### src/common/iau_pkg.sv
// Operation
// RULE1: Plain add writes first plus second source; no flags change.
// RULE2: Record form of plain add updates the sign field only.
// RULE3: Overflow form without record updates wrap and sticky, not sign field.
// RULE4: Overflow form with record updates wrap, sticky and sign field together.
// RULE5: Carrying and extended basic forms update only the carry bit.
// RULE6: Carrying or extended record forms update carry and sign field.
// RULE7: Carrying or extended overflow forms update carry, wrap, sticky; sign if recording.
// RULE8: Immediate add uses sign-extended immediate plus source or zero; no flags.
// RULE9: Carrying immediate add always updates carry; sign field when recording; no overflow.
// RULE10: Shifted immediate add uses immediate above sixteen zeros; no flags.
// RULE11: Extended add sums both sources plus the current carry bit.
// RULE12: Minus-one add sums source, current carry and all ones.
// RULE13: Zero-extended add sums source and current carry; no second operand.
// RULE14: Carry bit is held between adds so wide sums can be chained.
// RULE15: Updated carry bit is the carry out of the top result bit.
// RULE16: Wrap set also sets sticky; only a register move clears sticky.
// RULE17: Sign field comes from a signed compare of the result against zero.
// RULE18: Two's-complement add modulo two to the 32; result same across variants.
package iau_pkg;

  // ==========================================================================
  // Widths and operation codes
  // ==========================================================================
  localparam int unsigned DATA_W = 32;
  localparam int unsigned IMM_W = 16;
  localparam int unsigned GPR_IDX_W = 5;
  localparam int unsigned APB_ADDR_W = 8;

  typedef enum logic [2:0] {
    IAU_OP_PLAIN,
    IAU_OP_CARRYING,
    IAU_OP_IMM,
    IAU_OP_IMM_CARRY,
    IAU_OP_IMM_SHIFT,
    IAU_OP_EXTENDED,
    IAU_OP_MINUS_ONE,
    IAU_OP_ZERO_EXT
  } iau_op_t;

  // ==========================================================================
  // Request from decode and answer to the register file
  // ==========================================================================
  typedef struct packed {
    logic valid;
    iau_op_t op;
    logic record;
    logic ovf_en;
    logic base_zero;
    logic [GPR_IDX_W-1:0] dest;
    logic [DATA_W-1:0] src_a;
    logic [DATA_W-1:0] src_b;
    logic [IMM_W-1:0] imm;
  } iau_req_t;

  typedef struct packed {
    logic valid;
    logic [GPR_IDX_W-1:0] dest;
    logic [DATA_W-1:0] value;
  } iau_resp_t;

  // ==========================================================================
  // Register map and field layout
  // ==========================================================================
  localparam logic [APB_ADDR_W-1:0] OFS_EXC = 8'h00;
  localparam logic [APB_ADDR_W-1:0] OFS_SIGN = 8'h04;
  localparam logic [APB_ADDR_W-1:0] OFS_LAST = 8'h08;
  localparam logic [APB_ADDR_W-1:0] OFS_COUNT = 8'h0C;

  localparam int unsigned EXC_COUT_POS = 0;
  localparam int unsigned EXC_WRAP_POS = 1;
  localparam int unsigned EXC_STICKY_POS = 2;

  localparam int unsigned SIGN_LT_POS = 3;
  localparam int unsigned SIGN_GT_POS = 2;
  localparam int unsigned SIGN_EQ_POS = 1;
  localparam int unsigned SIGN_SO_POS = 0;

  localparam logic RST_COUT = 1'b0;
  localparam logic RST_WRAP = 1'b0;
  localparam logic RST_STICKY = 1'b0;
  localparam logic [3:0] RST_SIGN = 4'h0;
  localparam logic [DATA_W-1:0] RST_WORD = 32'h0000_0000;
  localparam logic [DATA_W-1:0] ALL_ONES = 32'hFFFF_FFFF;
  localparam logic [IMM_W-1:0] SHIFT_FILL = 16'h0000;

endpackage : iau_pkg

### src/rtl/iau_adder_core.sv
`timescale 1ns/1ns
// ============================================================================
// Three-input adder with carry out and signed wrap detection
// ============================================================================
module iau_adder_core #(
  parameter int unsigned WIDTH = 32
) (
  input wire logic [WIDTH-1:0] opnd_a,
  input wire logic [WIDTH-1:0] opnd_b,
  input wire logic carry_in,
  output logic [WIDTH-1:0] sum,
  output logic carry_out,
  output logic wrap
);

  logic [WIDTH:0] full;
  logic [WIDTH-1:0] low;

  // The carry into the top bit is recovered from the lower slice so that
  // wrap is true only when the carries into and out of the top bit differ.
  always_comb
  begin
    full = {1'b0, opnd_a} + {1'b0, opnd_b} + {{WIDTH{1'b0}}, carry_in}; // RULE18
    low = {1'b0, opnd_a[WIDTH-2:0]} + {1'b0, opnd_b[WIDTH-2:0]}
      + {{(WIDTH-1){1'b0}}, carry_in};
    sum = full[WIDTH-1:0];
    carry_out = full[WIDTH]; // RULE15
    wrap = low[WIDTH-1] ^ full[WIDTH];
  end

endmodule : iau_adder_core

### src/rtl/iau_add_unit.sv
// Our own choices: the APB register port and the register addresses.
`timescale 1ns/1ns
// ============================================================================
// Integer addition unit with its exception bits, sign field and APB access
// ============================================================================
module iau_add_unit (
  input wire logic clk_sys,
  input wire logic srst,
  input wire iau_pkg::iau_req_t req,
  output iau_pkg::iau_resp_t resp,
  output logic arith_cout_bit,
  output logic signed_wrap_flag,
  output logic sticky_wrap_flag,
  output logic [3:0] result_sign_field,
  input wire logic [iau_pkg::APB_ADDR_W-1:0] paddr,
  input wire logic psel,
  input wire logic penable,
  input wire logic pwrite,
  input wire logic [31:0] pwdata,
  input wire logic [3:0] pstrb,
  output logic [31:0] prdata,
  output logic pready,
  output logic pslverr
);

  // ==========================================================================
  // Operation decode helpers
  // ==========================================================================
  // Operations that write the carry bit.
  function automatic logic op_sets_carry(input iau_pkg::iau_op_t op);
    op_sets_carry = !(op == iau_pkg::IAU_OP_PLAIN || op == iau_pkg::IAU_OP_IMM
      || op == iau_pkg::IAU_OP_IMM_SHIFT);
  endfunction : op_sets_carry

  // Immediate forms have no overflow variant; only carrying immediate records.
  function automatic logic op_is_imm(input iau_pkg::iau_op_t op);
    op_is_imm = (op == iau_pkg::IAU_OP_IMM || op == iau_pkg::IAU_OP_IMM_CARRY
      || op == iau_pkg::IAU_OP_IMM_SHIFT);
  endfunction : op_is_imm

  function automatic logic op_uses_cin(input iau_pkg::iau_op_t op);
    op_uses_cin = (op == iau_pkg::IAU_OP_EXTENDED || op == iau_pkg::IAU_OP_MINUS_ONE
      || op == iau_pkg::IAU_OP_ZERO_EXT);
  endfunction : op_uses_cin

  // ==========================================================================
  // Operand selection
  // ==========================================================================
  logic [31:0] opnd_a;
  logic [31:0] opnd_b;
  logic cin;
  logic [31:0] sum;
  logic cout;
  logic wrap;
  logic [31:0] imm_sext;
  logic cout_q;

  // The base is forced to zero only for the two non-carrying immediate forms;
  // the carrying immediate always takes the first source as given.
  always_comb
  begin
    imm_sext = {{16{req.imm[15]}}, req.imm};
    opnd_a = req.src_a;
    if ((req.op == iau_pkg::IAU_OP_IMM || req.op == iau_pkg::IAU_OP_IMM_SHIFT)
        && req.base_zero)
    begin
      opnd_a = iau_pkg::RST_WORD; // RULE8 RULE10
    end
    case (req.op)
      iau_pkg::IAU_OP_PLAIN: opnd_b = req.src_b; // RULE1
      iau_pkg::IAU_OP_CARRYING: opnd_b = req.src_b;
      iau_pkg::IAU_OP_IMM: opnd_b = imm_sext; // RULE8
      iau_pkg::IAU_OP_IMM_CARRY: opnd_b = imm_sext; // RULE9
      iau_pkg::IAU_OP_IMM_SHIFT: opnd_b = {req.imm, iau_pkg::SHIFT_FILL}; // RULE10
      iau_pkg::IAU_OP_EXTENDED: opnd_b = req.src_b; // RULE11
      iau_pkg::IAU_OP_MINUS_ONE: opnd_b = iau_pkg::ALL_ONES; // RULE12
      iau_pkg::IAU_OP_ZERO_EXT: opnd_b = iau_pkg::RST_WORD; // RULE13
      default: opnd_b = req.src_b;
    endcase
    cin = op_uses_cin(req.op) ? cout_q : 1'b0; // RULE14
  end

  iau_adder_core #(
    .WIDTH(iau_pkg::DATA_W)
  ) u_core (
    .opnd_a(opnd_a),
    .opnd_b(opnd_b),
    .carry_in(cin),
    .sum(sum),
    .carry_out(cout),
    .wrap(wrap)
  );

  // ==========================================================================
  // Exception bits, sign field and result
  // ==========================================================================
  logic cout_d;
  logic wrap_q;
  logic wrap_d;
  logic sticky_q;
  logic sticky_d;
  logic [3:0] sign_q;
  logic [3:0] sign_d;
  iau_pkg::iau_resp_t resp_q;
  iau_pkg::iau_resp_t resp_d;
  logic [31:0] count_q;
  logic [31:0] count_d;
  logic upd_cout;
  logic upd_wrap;
  logic upd_sign;
  logic exc_wr;

  // A register move to the exception word lands first; an add in the same
  // cycle then overrides the bits it owns, and a fresh wrap always sets the
  // sticky bit so that an overflow racing the clear is never lost.
  always_comb
  begin
    exc_wr = psel && penable && pwrite && (paddr == iau_pkg::OFS_EXC) && pstrb[0];
    upd_cout = req.valid && op_sets_carry(req.op); // RULE5 RULE9
    upd_wrap = req.valid && req.ovf_en && !op_is_imm(req.op); // RULE3 RULE7 RULE9
    upd_sign = req.valid && req.record
      && (req.op != iau_pkg::IAU_OP_IMM) && (req.op != iau_pkg::IAU_OP_IMM_SHIFT); // RULE2
    cout_d = exc_wr ? pwdata[iau_pkg::EXC_COUT_POS] : cout_q;
    wrap_d = exc_wr ? pwdata[iau_pkg::EXC_WRAP_POS] : wrap_q;
    sticky_d = exc_wr ? pwdata[iau_pkg::EXC_STICKY_POS] : sticky_q;
    if (upd_cout)
    begin
      cout_d = cout; // RULE15 RULE14
    end
    if (upd_wrap)
    begin
      wrap_d = wrap; // RULE3 RULE4 RULE7
      sticky_d = sticky_d | wrap; // RULE16
    end
    sign_d = sign_q;
    if (upd_sign)
    begin
      sign_d[iau_pkg::SIGN_LT_POS] = sum[31]; // RULE17 RULE4 RULE6
      sign_d[iau_pkg::SIGN_GT_POS] = !sum[31] && (sum != iau_pkg::RST_WORD);
      sign_d[iau_pkg::SIGN_EQ_POS] = (sum == iau_pkg::RST_WORD);
      sign_d[iau_pkg::SIGN_SO_POS] = sticky_d;
    end
    resp_d.valid = req.valid;
    resp_d.dest = req.dest;
    resp_d.value = req.valid ? sum : resp_q.value; // RULE18
    count_d = req.valid ? count_q + 32'h0000_0001 : count_q;
  end

  always_ff @(posedge clk_sys)
  begin
    if (srst)
    begin
      cout_q <= iau_pkg::RST_COUT;
      wrap_q <= iau_pkg::RST_WRAP;
      sticky_q <= iau_pkg::RST_STICKY;
      sign_q <= iau_pkg::RST_SIGN;
      resp_q <= '0;
      count_q <= iau_pkg::RST_WORD;
    end
    else
    begin
      cout_q <= cout_d;
      wrap_q <= wrap_d;
      sticky_q <= sticky_d;
      sign_q <= sign_d;
      resp_q <= resp_d;
      count_q <= count_d;
    end
  end

  // Outputs come straight from the state flops.
  assign resp = resp_q;
  assign arith_cout_bit = cout_q;
  assign signed_wrap_flag = wrap_q;
  assign sticky_wrap_flag = sticky_q;
  assign result_sign_field = sign_q;

  // ==========================================================================
  // APB slave
  // ==========================================================================
  logic [31:0] prdata_q;
  logic [31:0] prdata_d;
  logic pslverr_q;
  logic pslverr_d;
  logic mapped;

  // Read data is captured in the setup phase, so the access phase always
  // completes at once with data from a flop; reads return state as it stood
  // at the setup edge.
  always_comb
  begin
    mapped = (paddr == iau_pkg::OFS_EXC) || (paddr == iau_pkg::OFS_SIGN)
      || (paddr == iau_pkg::OFS_LAST) || (paddr == iau_pkg::OFS_COUNT);
    prdata_d = prdata_q;
    pslverr_d = pslverr_q;
    if (psel && !penable)
    begin
      pslverr_d = !mapped || (pwrite && paddr != iau_pkg::OFS_EXC);
      prdata_d = iau_pkg::RST_WORD;
      if (!pwrite)
      begin
        case (paddr)
          iau_pkg::OFS_EXC: prdata_d = {29'h0000_0000, sticky_q, wrap_q, cout_q};
          iau_pkg::OFS_SIGN: prdata_d = {28'h000_0000, sign_q};
          iau_pkg::OFS_LAST: prdata_d = resp_q.value;
          iau_pkg::OFS_COUNT: prdata_d = count_q;
          default: prdata_d = iau_pkg::RST_WORD;
        endcase
      end
    end
  end

  always_ff @(posedge clk_sys)
  begin
    if (srst)
    begin
      prdata_q <= iau_pkg::RST_WORD;
      pslverr_q <= 1'b0;
    end
    else
    begin
      prdata_q <= prdata_d;
      pslverr_q <= pslverr_d;
    end
  end

  // The slave never stalls, so every access phase ends at its first edge.
  assign pready = 1'b1;
  assign prdata = prdata_q;
  assign pslverr = pslverr_q;
endmodule : iau_add_unit

### config.mk
export PLATFORM = sky130hd
export DESIGN_NAME = iau_add_unit
export DESIGN_NICKNAME = d
export VERILOG_FILES = /design/src/common/iau_pkg.sv /design/src/rtl/iau_adder_core.sv /design/src/rtl/iau_add_unit.sv
export SDC_FILE = /design/constraint.sdc
export NUM_CORES = 1
export LEC_CHECK = 0
export ABC_AREA = 1
export BUFFER_PORTS_ARGS = -buffer_cell sky130_fd_sc_hd__buf_2
export CORE_MARGIN = 3
export CORE_UTILIZATION = 25
export DETAILED_ROUTE_END_ITERATION = 16
export GPL_TIMING_DRIVEN = 0
export PLACE_DENSITY = 0.44
export SLEW_MARGIN = 20
export SYNTH_ARGS = -nofsm -noshare
export SYNTH_HDL_FRONTEND = slang
export SYNTH_SLANG_ARGS = --single-unit
### constraint.sdc
create_clock -name clk_sys -period 3.1 [get_ports clk_sys]
set_input_delay 0.465 -clock clk_sys [delete_from_list [all_inputs] [get_ports clk_sys]]
set_output_delay 0.465 -clock clk_sys [all_outputs]
set_load 0.05 [all_outputs]
== Yosys cells after proc, flatten, opt, wreduce, memory -nomap -nowiden ==
Index checks and enable logic that the tools add are counted.
W data, S select, Z words.

* Flip-flop bits (word level): 110
* Input bits: 141
* Output and inout port bits: 79

* $add $sub $neg: 5
* Equal/unequal tests: 12
* Multiplexer cells: 11
* Bitwise logic cells: 2
* Reductions and logical operators: 39

{| class="wikitable"
|+ Operator list
! kind !! number
|-
| $pmux W32 S5 || 1
|-
| $pmux W32 S4 || 1
|-
| $mux W32 || 2
|-
| $add A32 B32 Y33 || 1
|-
| $add A33 B1 Y33 || 1
|-
| $add A31 B31 Y32 || 1
|-
| $add A32 B1 Y32 || 1
|-
| $add A32 B1 Y32 const B || 1
|-
| $logic_not A32 Y1 || 1
|-
| $reduce_bool A32 Y1 || 1
|-
| $eq A8 B4 Y1 const B || 2
|-
| $logic_and A1 B1 Y1 || 14
|-
| $eq A3 B3 Y1 const B || 4
|-
| $logic_or A1 B1 Y1 || 11
|-
| $eq A8 B3 Y1 const B || 1
|-
| $logic_not A8 Y1 || 1
|-
| $reduce_bool A8 Y1 || 1
|-
| $mux W1 || 7
|-
| $eq A3 B2 Y1 const B || 2
|-
| $logic_not A1 Y1 || 5
|-
| $reduce_bool A2 Y1 || 2
|-
| $eq A3 B1 Y1 const B || 1
|-
| $logic_not A3 Y1 || 1
|-
| $ne A3 B2 Y1 const B || 1
|-
| 5 further kinds || 5
|}

== Logic depth before layout (Yosys ltp) ==
Gate-level depths: netlist of the first run.

* Word-level depth: 9
* Mapped depth: 27
* Depth with buffers taken out: 26

== Hierarchy ==
A second synthesis of the first run with hierarchy kept.

* Cells, all modules: 1,448
* Area total of the unflattened synthesis: 8,471.9 um^2

{| class="wikitable"
|+ By module, submodules not included
! module !! times used !! cells each !! area each (um^2)
|-
| iau_add_unit || 1 || 955 || 6,060.8
|-
| iau_adder_core || 1 || 493 || 2,411.1
|}

== Least setup slack after synthesis of the first run ==
OpenSTA, ideal clock, no wires.

* Path type: input -> register
* Start: in req[90] (netlist name)
* End: reg sign_q[2] (netlist: result_sign_field[2])
* Setup time: 131 ps
* Arrival time: 3,237 ps
* Data required time: 2,969 ps
* Path slack: -268 ps
* Stages: 22
* Buffers on the path: 1
* Cells stage by stage: inv_1 o21ai_0 a21oi_1 nand2_1 clkbuf_1 nand2_1 fa_1 fa_1 inv_1 nand3_1 nand3_1 nand2_1 nand3_1 nand2_1 nand2_1 nand3_1 nor2_1 nand3_1 nor2_2 nand3_2 nand2_1 a21oi_2

* Word-level cells in the longest chain between the ends: 8
* Elaborated cells on any way between the ends: 26

{| class="wikitable"
|+ RTL lines
! item !! RTL line !! text
|-
| start, declared || iau_add_unit.sv:9 || <nowiki>input wire iau_pkg::iau_req_t req,</nowiki>
|-
| branches (longest 8 deep; another with $add A32 B32 Y33) || -- ||
|-
| end signal, assigned || iau_add_unit.sv:156 || <nowiki>sign_q <= iau_pkg::RST_SIGN;</nowiki>
|-
| end signal, assigned || iau_add_unit.sv:165 || <nowiki>sign_q <= sign_d;</nowiki>
|-
| end, declared || iau_add_unit.sv:102 || <nowiki>logic [3:0] sign_q;</nowiki>
|}

Parallel ways; which one is timed is not known.
A chain may end at the register's enable or synchronous reset.

== Final worst setup path of the first run ==
Ends and elaborated chain as after synthesis.

==> flow_summary_export.csv, run 1 <==
group,metric,value,unit
timing,worstMarginPinSlew,785,ps
setup_path,crit_type,"primary input to flop",
finish,finish.utilization,35.0,%
cts,cts_tree,"done",
drt,avgViaCountPerCell,4.43,
drt,detail_route.wl_per_cell,15.7,um
logic_synthesis,synth.avg_cell_area,5.86,um^2
setup_path,endpoint_kind,"flop",
die,die_area,0.0359,mm^2
drt,drc,0,
die,die_h,190,um
drt,dr_total_vias,9414,
timing,setup_tns,0,ps
logic_synthesis,synth_fp_nets,1614,
drt,drt_iter0_drc,428,
power_and_ir_drop,ir_drop,0.000293,V
timing,skew,12.7,ps
setup_path,crit_fanout,5,
placed_design,gp_congestion,0.932,
logic_synthesis,synth_edf_count,0,
timing,post-route-period-util,98.2,%
min_path,min_path_type,"primary input to flop",
placed_design,hpwlAfterDp,27700,um
logic_synthesis,async_flop_share,0,%
cts,clkTransAtPathRegs,80,ps
run_status,status,"complete, no violations",
setup_path,critPathRequiredTime,3320,ps
cts,root_buffer,"clkbuf_16",
global_route,grt_pass1_wl,50800,um
cts,holdBufCountCts,0,
global_route,track_usage,18.1,%
logic_synthesis,synth_area,0.00843,mm^2
power_and_ir_drop,power,4.69,mW
die,rows,66,
finish,nFillCells,3795,
logic_synthesis,ys_seq_area_share,26.1,%
global_route,grt_pass1_vias,9359,
logic_synthesis,ys_types,48,
die,start_util,25.6,%
logic_synthesis,synth_area_leaders,"dfxtp_1 26%, nand2_1 20%, inv_1 13%",
cts,cts_buffers,9,
logic_synthesis,yosysMostFrequentCell,"nand2_1",
global_route,antenna_found_initial,0,
timing,min_period,3040,ps
logic_synthesis,ys.flop_type,"dfxtp_1",
finish,synthToLayoutAreaGrowth,36.4,%
timing,rsz0062_at_grt,"yes",
run,drv_cap,0,
finish,diodes,0,
power_and_ir_drop,static-leakage-power,5.79,nW
setup_path,critPathArrivalTime,3270,ps
setup_path,r2r_start,"arith_cout_bit",
setup_path,cp-start-kind,"primary input",
timing,maxSlewViolCount,0,
timing,setup_viol,0,
logic_synthesis,ys_ff_latch,110,
placed_design,place_ws,-1260,ps
power_and_ir_drop,powerDensity,408,mW/mm^2
setup_path,startpoint,"req[90]",
cts,clk_latency,360,ps
placed_design,io_buffer_count,185,
logic_synthesis,yosysTopAreaCellShare,26.1,%
drt,wl,33300,um
global_route,grt_max_degree,21,
timing,max_clock_freq,0.328,GHz
logic_synthesis,synth_top_area_cell,"dfxtp_1",
die,die_w,190,um
timing,holdWs,302,ps
finish,drive_above_1_share,28.5,%
drt,drtPass1Iterations,5,
cts,cts.htree.levels,3,
timing,report.final.hold_viol_count,0,
die,ios,220,
die,coreArea,0.0329,mm^2
logic_synthesis,ys_top_cells_by_count,"460 x nand2_1, 284 x inv_1, 114 x nor2_1",
timing,slew_headroom,47.7,%
global_route,overflow,0,
drt,ant_nets,0,
cts,clk_path_buf_depth,2,
logic_synthesis,netlist_instances,1439,
min_path,min_from,"req[84]",
cts,cts.sinks,110,
finish,fin_nets,1855,
logic_synthesis,yosysWarnings,0,
timing,setup_ws,55.1,ps
-- per-layer routing --
metal,vias to the layer above,part of all wire [%],global-route usage [%]
met5,-,0,0
met4,0,1.8,4.69
met3,30,3.2,1.53
met2,205,50,33.4
met1,4244,45,22.7
li1,4935,-,-
-- stage by stage --
stage | instances | instance area [um^2]
after detailed placement | 2066 | 9930
final | 2127 | 11500
after CTS | 2119 | 11000
after global routing | 2127 | 11500
after floorplan | 1439 | 8450
after global placement | 2066 | 9930
-- cell type report --
cell class | instances | area, um^2 | share of cell area, %
multi-input combinational | 985 | 5660 | 49.2
sequential | 110 | 2200 | 19.2
timing repair buffer | 230 | 1340 | 11.6
inverter | 298 | 1150 | 9.97
tap | 442 | 553 | 4.81
buffer | 46 | 285 | 2.48
clock buffer | 9 | 225 | 1.96
clock inverter | 7 | 88.8 | 0.773
-- worst max-delay path: stages --
cell and delay (ps):
buf_12 100, inv_8 40, o21ai_4 140, a21oi_2 70
nand2_4 120, clkbuf_16 160, nand2_4 50, fa_2 400
fa_2 390, inv_2 100, nand3_2 90, nand3_4 120
nand2_4 70, nand3_4 120, nand3_4 90, nand3_1 90
nand2_2 80, nor2_1 100, nand2_1 70, nor2_1 110
nand3_2 140, nand2_2 90, a21oi_2 40
-- what timing repair did --
action | CTS | global route
buffers inserted | 36 | 8
gates cloned | 1 | 0
setup endpoints to repair | 24 | 7
gates resized for setup | 126 | 107
pin swaps | 25 | 34
-- power by group --
part | internal, mW | switching, mW | leakage, nW
logic | 0.692 | 1.22 | 4.75
registers | 1.47 | 0.0642 | 0.897
clock network | 0.645 | 0.592 | 0.150
total | 2.81 | 1.88 | 5.79
-- layout by cell type (no fill, tap or decap), drive strengths merged, types with 2 or more instances in the layout --
master and n:
nand2 476, inv 298, buf 248, nor2 125
dfxtp 110, a21oi 104, o21ai 64, nand3 53
clkbuf 37, ha 32, nor3 25, a31o 16
o22ai 15, o211ai 12, nand4 11, xnor2 10
nor4 9, xor2 8, clkinv 5, and2 3
a31oi 3, and3 3, o21a 2, nand3b 2
a211oi 2, o21bai 2, fa 2
-- kinds of logic after synthesis --
| kind of cell | share of synthesized area (%) |
|---|---|
| DFF | 26.1 |
| AOI/OAI and AO/OA | 15.1 |
| adders and majority gates | 5.23 |
| xor gates and xnor gates | 1.87 |
| buffers and inverters | 15.6 |
| and+or+nand+nor | 36.0 |
| other | 0.0445 |
-- sequential cells by signal, indices dropped and copies added, names as in the netlist --
name	count
count_q	32
pslverr	1
prdata	32
arith_cout_bit	1
sticky_wrap_flag	1
result_sign_field	4
resp	38
signed_wrap_flag	1
-- worst paths after layout --
| check | to | depth (start not counted) | slack (ps) |
|---|---|---|---|
| max reg2reg | result_sign_field[2] | 17 | 400 |
| max | result_sign_field[2] | 23 | 60 |
| min | resp[36] | 3 | 300 |
| min reg2reg | prdata[10] | 2 | 460 |
Power figures use the tool's default switching activity.
==> inputs of run 2 (changes only) <==
--- a/config.mk
+++ b/config.mk
@@ -5,13 +5,15 @@
 export SDC_FILE = /design/constraint.sdc
 export NUM_CORES = 1
 export LEC_CHECK = 0
-export ABC_AREA = 1
+export ABC_AREA = 0
 export BUFFER_PORTS_ARGS = -buffer_cell sky130_fd_sc_hd__buf_2
 export CORE_MARGIN = 3
 export CORE_UTILIZATION = 25
+export CTS_CLUSTER_SIZE = 12
 export DETAILED_ROUTE_END_ITERATION = 16
 export GPL_TIMING_DRIVEN = 0
-export PLACE_DENSITY = 0.44
+export HOLD_SLACK_MARGIN = 0.02
+export PLACE_DENSITY = 0.45
 export SLEW_MARGIN = 20
 export SYNTH_ARGS = -nofsm -noshare
 export SYNTH_HDL_FRONTEND = slang
==> run 2 against run 1 <==
Effect of this change:
- the run now ends with setup timing left
- count of clock-buffer cells in the layout is the same
- setup slack lost 850 ps
- die area shrank 10%
- combinational power rose by 20%
- via count is 15% lower
- global-route usage down 1.1 points
- clock skew is 0.90 ps lower
- maximum frequency decreased by 22%
- synthesized cell count fell by 33%
- design area shrank 4.1%
- sequential power increased by 3%
- highest routed layer unchanged
==> flow_summary_export.csv, run 2 <==
group,metric,value,unit
drt,drtPass1Iterations,5,
timing,setup_ws,-799,ps
logic_synthesis,synth_top_area_cell,"dfxtp_1",
placed_design,gp_congestion,0.870,
timing,holdWs,331,ps
logic_synthesis,ys_seq_area_share,29.1,%
setup_path,cp_slowest_cell,"or4b_1",
die,die_h,180,um
setup_path,rr_endpoint,"result_sign_field[2]",
die,die_area,0.0323,mm^2
finish,synthToLayoutAreaGrowth,45.9,%
finish,layout_common_cells,"184 x buf_2, 148 x nor2_1, 109 x dfxtp_1",
min_path,min_from,"req[82]",
global_route,antenna_found_initial,0,
cts,cts_tree,"done",
finish,nFillCells,3083,
drt,ant_nets,0,
timing,setup_viol,13,
timing,setup_tns,-3570,ps
drt,detail_route.wl_per_cell,18.0,um
logic_synthesis,yosysWarnings,0,
power_and_ir_drop,power,4.99,mW
logic_synthesis,synth_area_leaders,"dfxtp_1 29%, nor2_1 7.9%, ha_1 5.3%",
finish,final_cell_area,0.0110,mm^2
power_and_ir_drop,powerDensity,453,mW/mm^2
logic_synthesis,yosysMostFrequentCell,"nor2_1",
setup_path,cp-start-kind,"primary input",
placed_design,placed_cell_area,0.00923,mm^2
min_path,min_path_type,"primary input to flop",
cts,cts.htree.levels,3,
run,drv_cap,0,
setup_path,cpPeakStageDelay,460,ps
setup_path,endpoint_kind,"flop",
drt,drt_iter0_drc,347,
finish,largest_reg_flops,38,
finish,diodes,0,
timing,skew,11.8,ps
die,die_w,180,um
die,rows,63,
cts,clk_path_buf_depth,2,
timing,rsz0062_at_grt,"yes",
global_route,overflow,0,
global_route,track_usage,17.0,%
cts,clk_latency,350,ps
drt,drc,0,
finish,fin_nets,1386,
setup_path,rrSetupSlack,-690,ps
logic_synthesis,synth_edf_count,0,
placed_design,io_buffer_count,182,
power_and_ir_drop,static-leakage-power,4.70,nW
setup_path,critPathRequiredTime,3340,ps
logic_synthesis,synth_fp_nets,1139,
run_status,violations,"setup timing",
setup_path,crit_fanout,6,
logic_synthesis,synth_area,0.00755,mm^2
timing,worstMarginPinSlew,802,ps
drt,avgViaCountPerCell,4.97,
min_path,hold_path_depth,2,
logic_synthesis,synth.avg_cell_area,7.84,um^2
setup_path,path_cells,"clkbuf_16, nand2b_4, a21oi_4, nand2_4, buf_12, buf_8, and2_4, ha_4, a21o_1, or3_4, a2111oi_4, or4b_1, or4_1, nand3b_4, nor4_4, o41ai_1",
logic_synthesis,async_flop_share,0,%
timing,post-route-period-util,126,%
drt,dr_total_vias,7980,
cts,cts.sinks,110,
die,coreArea,0.0297,mm^2
timing,min_period,3900,ps
finish,finish.utilization,37.1,%
power_and_ir_drop,ir_drop,0.000249,V
logic_synthesis,ys_types,67,
logic_synthesis,ys_ff_latch,110,
setup_path,r2r_cells,12,
global_route,grt_max_degree,20,
die,ios,220,
global_route,grt_pass1_wl,44500,um
finish,layout_commonest_cell,"buf_2",
drt,wl,28900,um
global_route,grt_pass1_vias,7861,
placed_design,hpwlAfterDp,23100,um
logic_synthesis,ys_top_cells_by_count,"159 x nor2_1, 110 x dfxtp_1, 88 x nand2_1",
placed_design,place_ws,-2010,ps
run_status,status,"complete, but fails checks",
timing,slew_headroom,46.5,%
logic_synthesis,yosysTopAreaCellShare,29.1,%
cts,cts_buffers,9,
timing,report.final.hold_viol_count,0,
die,start_util,25.4,%
placed_design,post-place-cells,1536,
cts,clkTransAtPathRegs,80,ps
timing,max_clock_freq,0.256,GHz
finish,stdcell_count,1605,
timing,maxSlewViolCount,0,
logic_synthesis,ys.flop_type,"dfxtp_1",
finish,drive_above_1_share,38.4,%
setup_path,r2r_start,"arith_cout_bit",
cts,root_buffer,"clkbuf_16",
logic_synthesis,netlist_instances,964,
setup_path,critPathArrivalTime,4140,ps
min_path,whs_endpoint,"resp[34]",
setup_path,crit_type,"primary input to flop",
## run 2: cell types whose count changed after synthesis, sizes merged, moves of 23 or more
| cell | change |
|---|---|
| nand2 | -388 |
| inv | -285 |
| a21oi | -54 |
| and2 | +36 |
| o21ai | -35 |
| nor2 | +34 |
| nand3 | -31 |
| mux2 | +29 |
| a22oi | +28 |
| nor2b | +27 |
| mux2i | +25 |
| xor2 | +23 |
## run 2: cells by family after synthesis
group           count (synthesis)  synth area share [%]
fa+ha+maj                      34                  5.83
compound gates                223                  20.4
flops                         110                  29.1
mux                            57                  8.53
xor+xnor                       49                  5.68
other cells                     1                0.0496
simple gates                  417                  26.7
buf+inv                        73                  3.71
## run 2: how the worst max path moves through the flow
stage | cells past startpoint | start | end | slack, ps
floorplan | 18 | req[89] | result_sign_field[2] | -860
global placement | 16 | req[88] | result_sign_field[2] | -2050
detailed placement | 16 | req[88] | result_sign_field[2] | -2010
CTS | 15 | req[89] | result_sign_field[1] | -880
global route | 17 | req[89] | result_sign_field[2] | -910
finish | 16 | req[89] | result_sign_field[2] | -800
## run 2: timing repair
| action | CTS | global route |
|---|---|---|
| hold buffers | 0 | 0 |
| endpoints found under the setup margin | 32 | 22 |
| setup buffers | 35 | 27 |
| pin swaps | 34 | 64 |
| gates cloned | 0 | 1 |
| resized for setup | 148 | 88 |
## run 2: critical path, delay by kind of cell
family | cells | cell delay [ps]
simple gates | 8 | 2170
fa+ha+maj | 1 | 230
compound gates | 4 | 860
buf+inv | 3 | 410
## run 2: where the power goes
group          switching, mW  leakage (nW)  total, mW  internal (mW)
clock                  0.558         0.135       1.12          0.558
sequential            0.0861         0.896       1.58           1.49
combinational           1.34          3.67       2.30          0.960
## run 2: routing by layer
layer  vias up  GRT usage, %  share of wire, %
met5         -             0                 0
met4         0          4.05               1.7
met3        25          2.51               4.8
met2       249          28.1                47
met1      3763          23.5                47
li1       3943             -                 -
## run 2: cell type report
| type | instances | area [um^2] | share of cell area, % |
|---|---|---|---|
| plain buffers | 54 | 450 | 4.09 |
| multi-input cells | 781 | 6070 | 55.1 |
| clock buffers | 9 | 225 | 2.04 |
| flip-flops and latches | 110 | 2200 | 20.0 |
| inverters | 10 | 37.5 | 0.341 |
| repair buffers | 245 | 1490 | 13.5 |
| clock inverters | 6 | 53.8 | 0.488 |
| well taps | 390 | 488 | 4.43 |
==> inputs of run 3 (changes only) <==
--- a/config.mk
+++ b/config.mk
@@ -17,4 +17,5 @@
 export SLEW_MARGIN = 20
 export SYNTH_ARGS = -nofsm -noshare
 export SYNTH_HDL_FRONTEND = slang
+export SYNTH_HIERARCHICAL = 1
 export SYNTH_SLANG_ARGS = --single-unit
==> run 3 against run 2 <==
Effect of this change:
- core utilization decreased by 0.68 points
- synthesized area decreased by 2.0%
- sequential share of layout area increased by 0.92 points
- critical path type unchanged
- the flow still finishes with violations (setup timing)
- combinational power decreased by 11%
- wire length decreased by 3.1%
- maximum frequency increased by 4.4%
- critical endpoint unchanged
==> flow_summary_export.csv, run 3 <==
group,metric,value,unit
run_status,status,"complete, but fails checks",
run_status,violations,"setup timing",
finish,drive_above_1_share,38.7,%
cts,cts.sinks,110,
cts,cts_tree,"done",
power_and_ir_drop,power,4.78,mW
logic_synthesis,ys_ff_latch,110,
global_route,grt_max_degree,20,
setup_path,cp_num_cells,19,
finish,diodes,0,
power_and_ir_drop,powerDensity,454,mW/mm^2
setup_path,setup.worst_path.end,"result_sign_field[2]",
setup_path,rr_endpoint,"result_sign_field[0]",
timing,max_clock_freq,0.268,GHz
power_and_ir_drop,ir_drop,0.000270,V
placed_design,io_buffer_count,180,
finish,finish.utilization,36.4,%
finish,fin_nets,1326,
timing,maxSlewViolCount,0,
logic_synthesis,netlist_instances,906,
die,die_h,178,um
logic_synthesis,synth.avg_cell_area,8.17,um^2
logic_synthesis,synth_top_area_cell,"dfxtp_1",
cts,root_buffer,"clkbuf_16",
setup_path,rrSetupSlack,-500,ps
setup_path,r2r_start,"arith_cout_bit",
setup_path,endpoint_kind,"flop",
setup_path,crit_family,"compound AO/OA/AOI/OAI gates",
logic_synthesis,ys_types,74,
logic_synthesis,yosysWarnings,6,
drt,drc,0,
global_route,grt_pass1_wl,42000,um
timing,setup_ws,-636,ps
power_and_ir_drop,static-leakage-power,4.41,nW
setup_path,r2r_cells,17,
drt,drtPass1Iterations,5,
drt,drt_iter0_drc,355,
setup_path,crit_type,"primary input to flop",
setup_path,path_cells,"buf_12, buf_8, o211ai_1, o21ai_4, fa_2, inv_2, fa_2, nor2b_4, o31ai_4, a211oi_4, o211ai_2, nand4b_1, a31o_4, a31o_1, xor2_2, nor4_2, and4_1, a211o_1, a21oi_1",
die,die_area,0.0317,mm^2
setup_path,startpoint,"req[90]",
drt,ant_nets,0,
drt,detail_route.wl_per_cell,18.2,um
global_route,overflow,0,
finish,layout_commonest_cell,"buf_2",
global_route,grt_pass1_vias,7304,
timing,setup_tns,-4210,ps
finish,synthToLayoutAreaGrowth,42.3,%
global_route,track_usage,16.9,%
cts,clkTransAtPathRegs,70,ps
setup_path,path_buf_inv,3,
placed_design,hpwlAfterDp,22100,um
setup_path,critPathRequiredTime,3320,ps
logic_synthesis,ys.flop_type,"dfxtp_1",
logic_synthesis,synth_area_leaders,"dfxtp_1 30%, ha_1 5.4%, nor2_1 5.3%",
logic_synthesis,synth_edf_count,0,
finish,layout_common_cells,"183 x buf_2, 109 x dfxtp_1, 99 x nor2_1",
setup_path,critPathArrivalTime,3950,ps
timing,rsz0062_at_grt,"yes",
logic_synthesis,synth_area,0.00740,mm^2
timing,min_period,3740,ps
run,drv_cap,0,
setup_path,cp-start-kind,"primary input",
logic_synthesis,synth_fp_nets,1081,
die,coreArea,0.0289,mm^2
timing,holdWs,320,ps
logic_synthesis,async_flop_share,0,%
finish,stdcell_count,1539,
die,ios,220,
drt,avgViaCountPerCell,4.92,
global_route,antenna_found_initial,3,
logic_synthesis,ys_top_cells_by_count,"110 x dfxtp_1, 104 x nor2_1, 76 x nand2_1",
cts,clk_latency,360,ps
cts,clk_path_buf_depth,2,
die,rows,62,
logic_synthesis,yosysMostFrequentCell,"dfxtp_1",
timing,post-route-period-util,121,%
finish,final_cell_area,0.0105,mm^2
die,start_util,25.6,%
drt,wl,28000,um
timing,slew_headroom,48.2,%
timing,report.final.hold_viol_count,0,
logic_synthesis,ys_seq_area_share,29.8,%
setup_path,cpPeakStageDelay,370,ps
timing,skew,13.1,ps
setup_path,worst_path_most_repeated_cell,"fa_2",
timing,setup_viol,17,
placed_design,placed_cell_area,0.00902,mm^2
cts,cts.htree.levels,3,
placed_design,post-place-cells,1470,
placed_design,place_ws,-1710,ps
die,die_w,178,um
timing,worstMarginPinSlew,771,ps
placed_design,gp_congestion,0.892,
setup_path,cp_slowest_cell,"fa_2",
min_path,min_path_type,"primary input to flop",
logic_synthesis,yosysTopAreaCellShare,29.8,%
setup_path,crit_fanout,8,
drt,dr_total_vias,7570,
cts,cts_buffers,9,
finish,largest_reg_flops,38,
==> run 3: timing repair <==
item	CTS	global route
endpoints found under the setup margin	28	23
cloned	1	0
hold buffers	0	0
resized for setup	102	93
pin swaps	70	50
buffers inserted	42	25
==> run 3: area by class of cell <==
cell class / count / area, um^2
multi-input combinational: 713 / 5710
fill: 3092 / 18400
timing repair buffer: 242 / 1410
inverter: 18 / 67.6
tap: 384 / 480
clock inverter: 6 / 55.1
clock buffer: 9 / 225
buffer: 57 / 383
sequential: 110 / 2200
==> run 3: kinds of logic after synthesis <==
group,share of synthesized area (%)
AO/OA/AOI/OAI,20.0
AND/OR/NAND/NOR,24.0
other,0.0507
flip-flops,29.8
adder cells (fa/ha/maj),5.95
buffers and inverters,4.34
multiplexers,11.4
XOR/XNOR,4.50
==> run 3: worst min-delay path by stage <==
stage | start | to | slack, ps | cells after the start
5_1_grt | req[82] | resp[34] | 330 | 2
3_3_place_gp | prdata[1] | prdata[1] | 450 | 2
4_1_cts | req[84] | resp[36] | 310 | 2
2_1_floorplan | count_q[26] | count_q[26] | 460 | 2
3_5_place_dp | prdata[2] | prdata[2] | 450 | 2
6_report | req[83] | resp[35] | 320 | 2
==> run 3: where the power goes <==
part           internal [mW]  switching (mW)
Combinational          0.868            1.18
Clock                  0.557           0.584
Sequential              1.49          0.0955
Total                   2.92            1.86
==> run 3: layer usage <==
metal / vias to the layer above / part of all wire, % / GRT usage [%]
li1: 3766 / - / -
met1: 3589 / 47 / 23.7
met2: 195 / 47 / 27.9
met3: 14 / 5.3 / 2.66
met4: 6 / 0.49 / 2.91
met5: - / 0.12 / 0
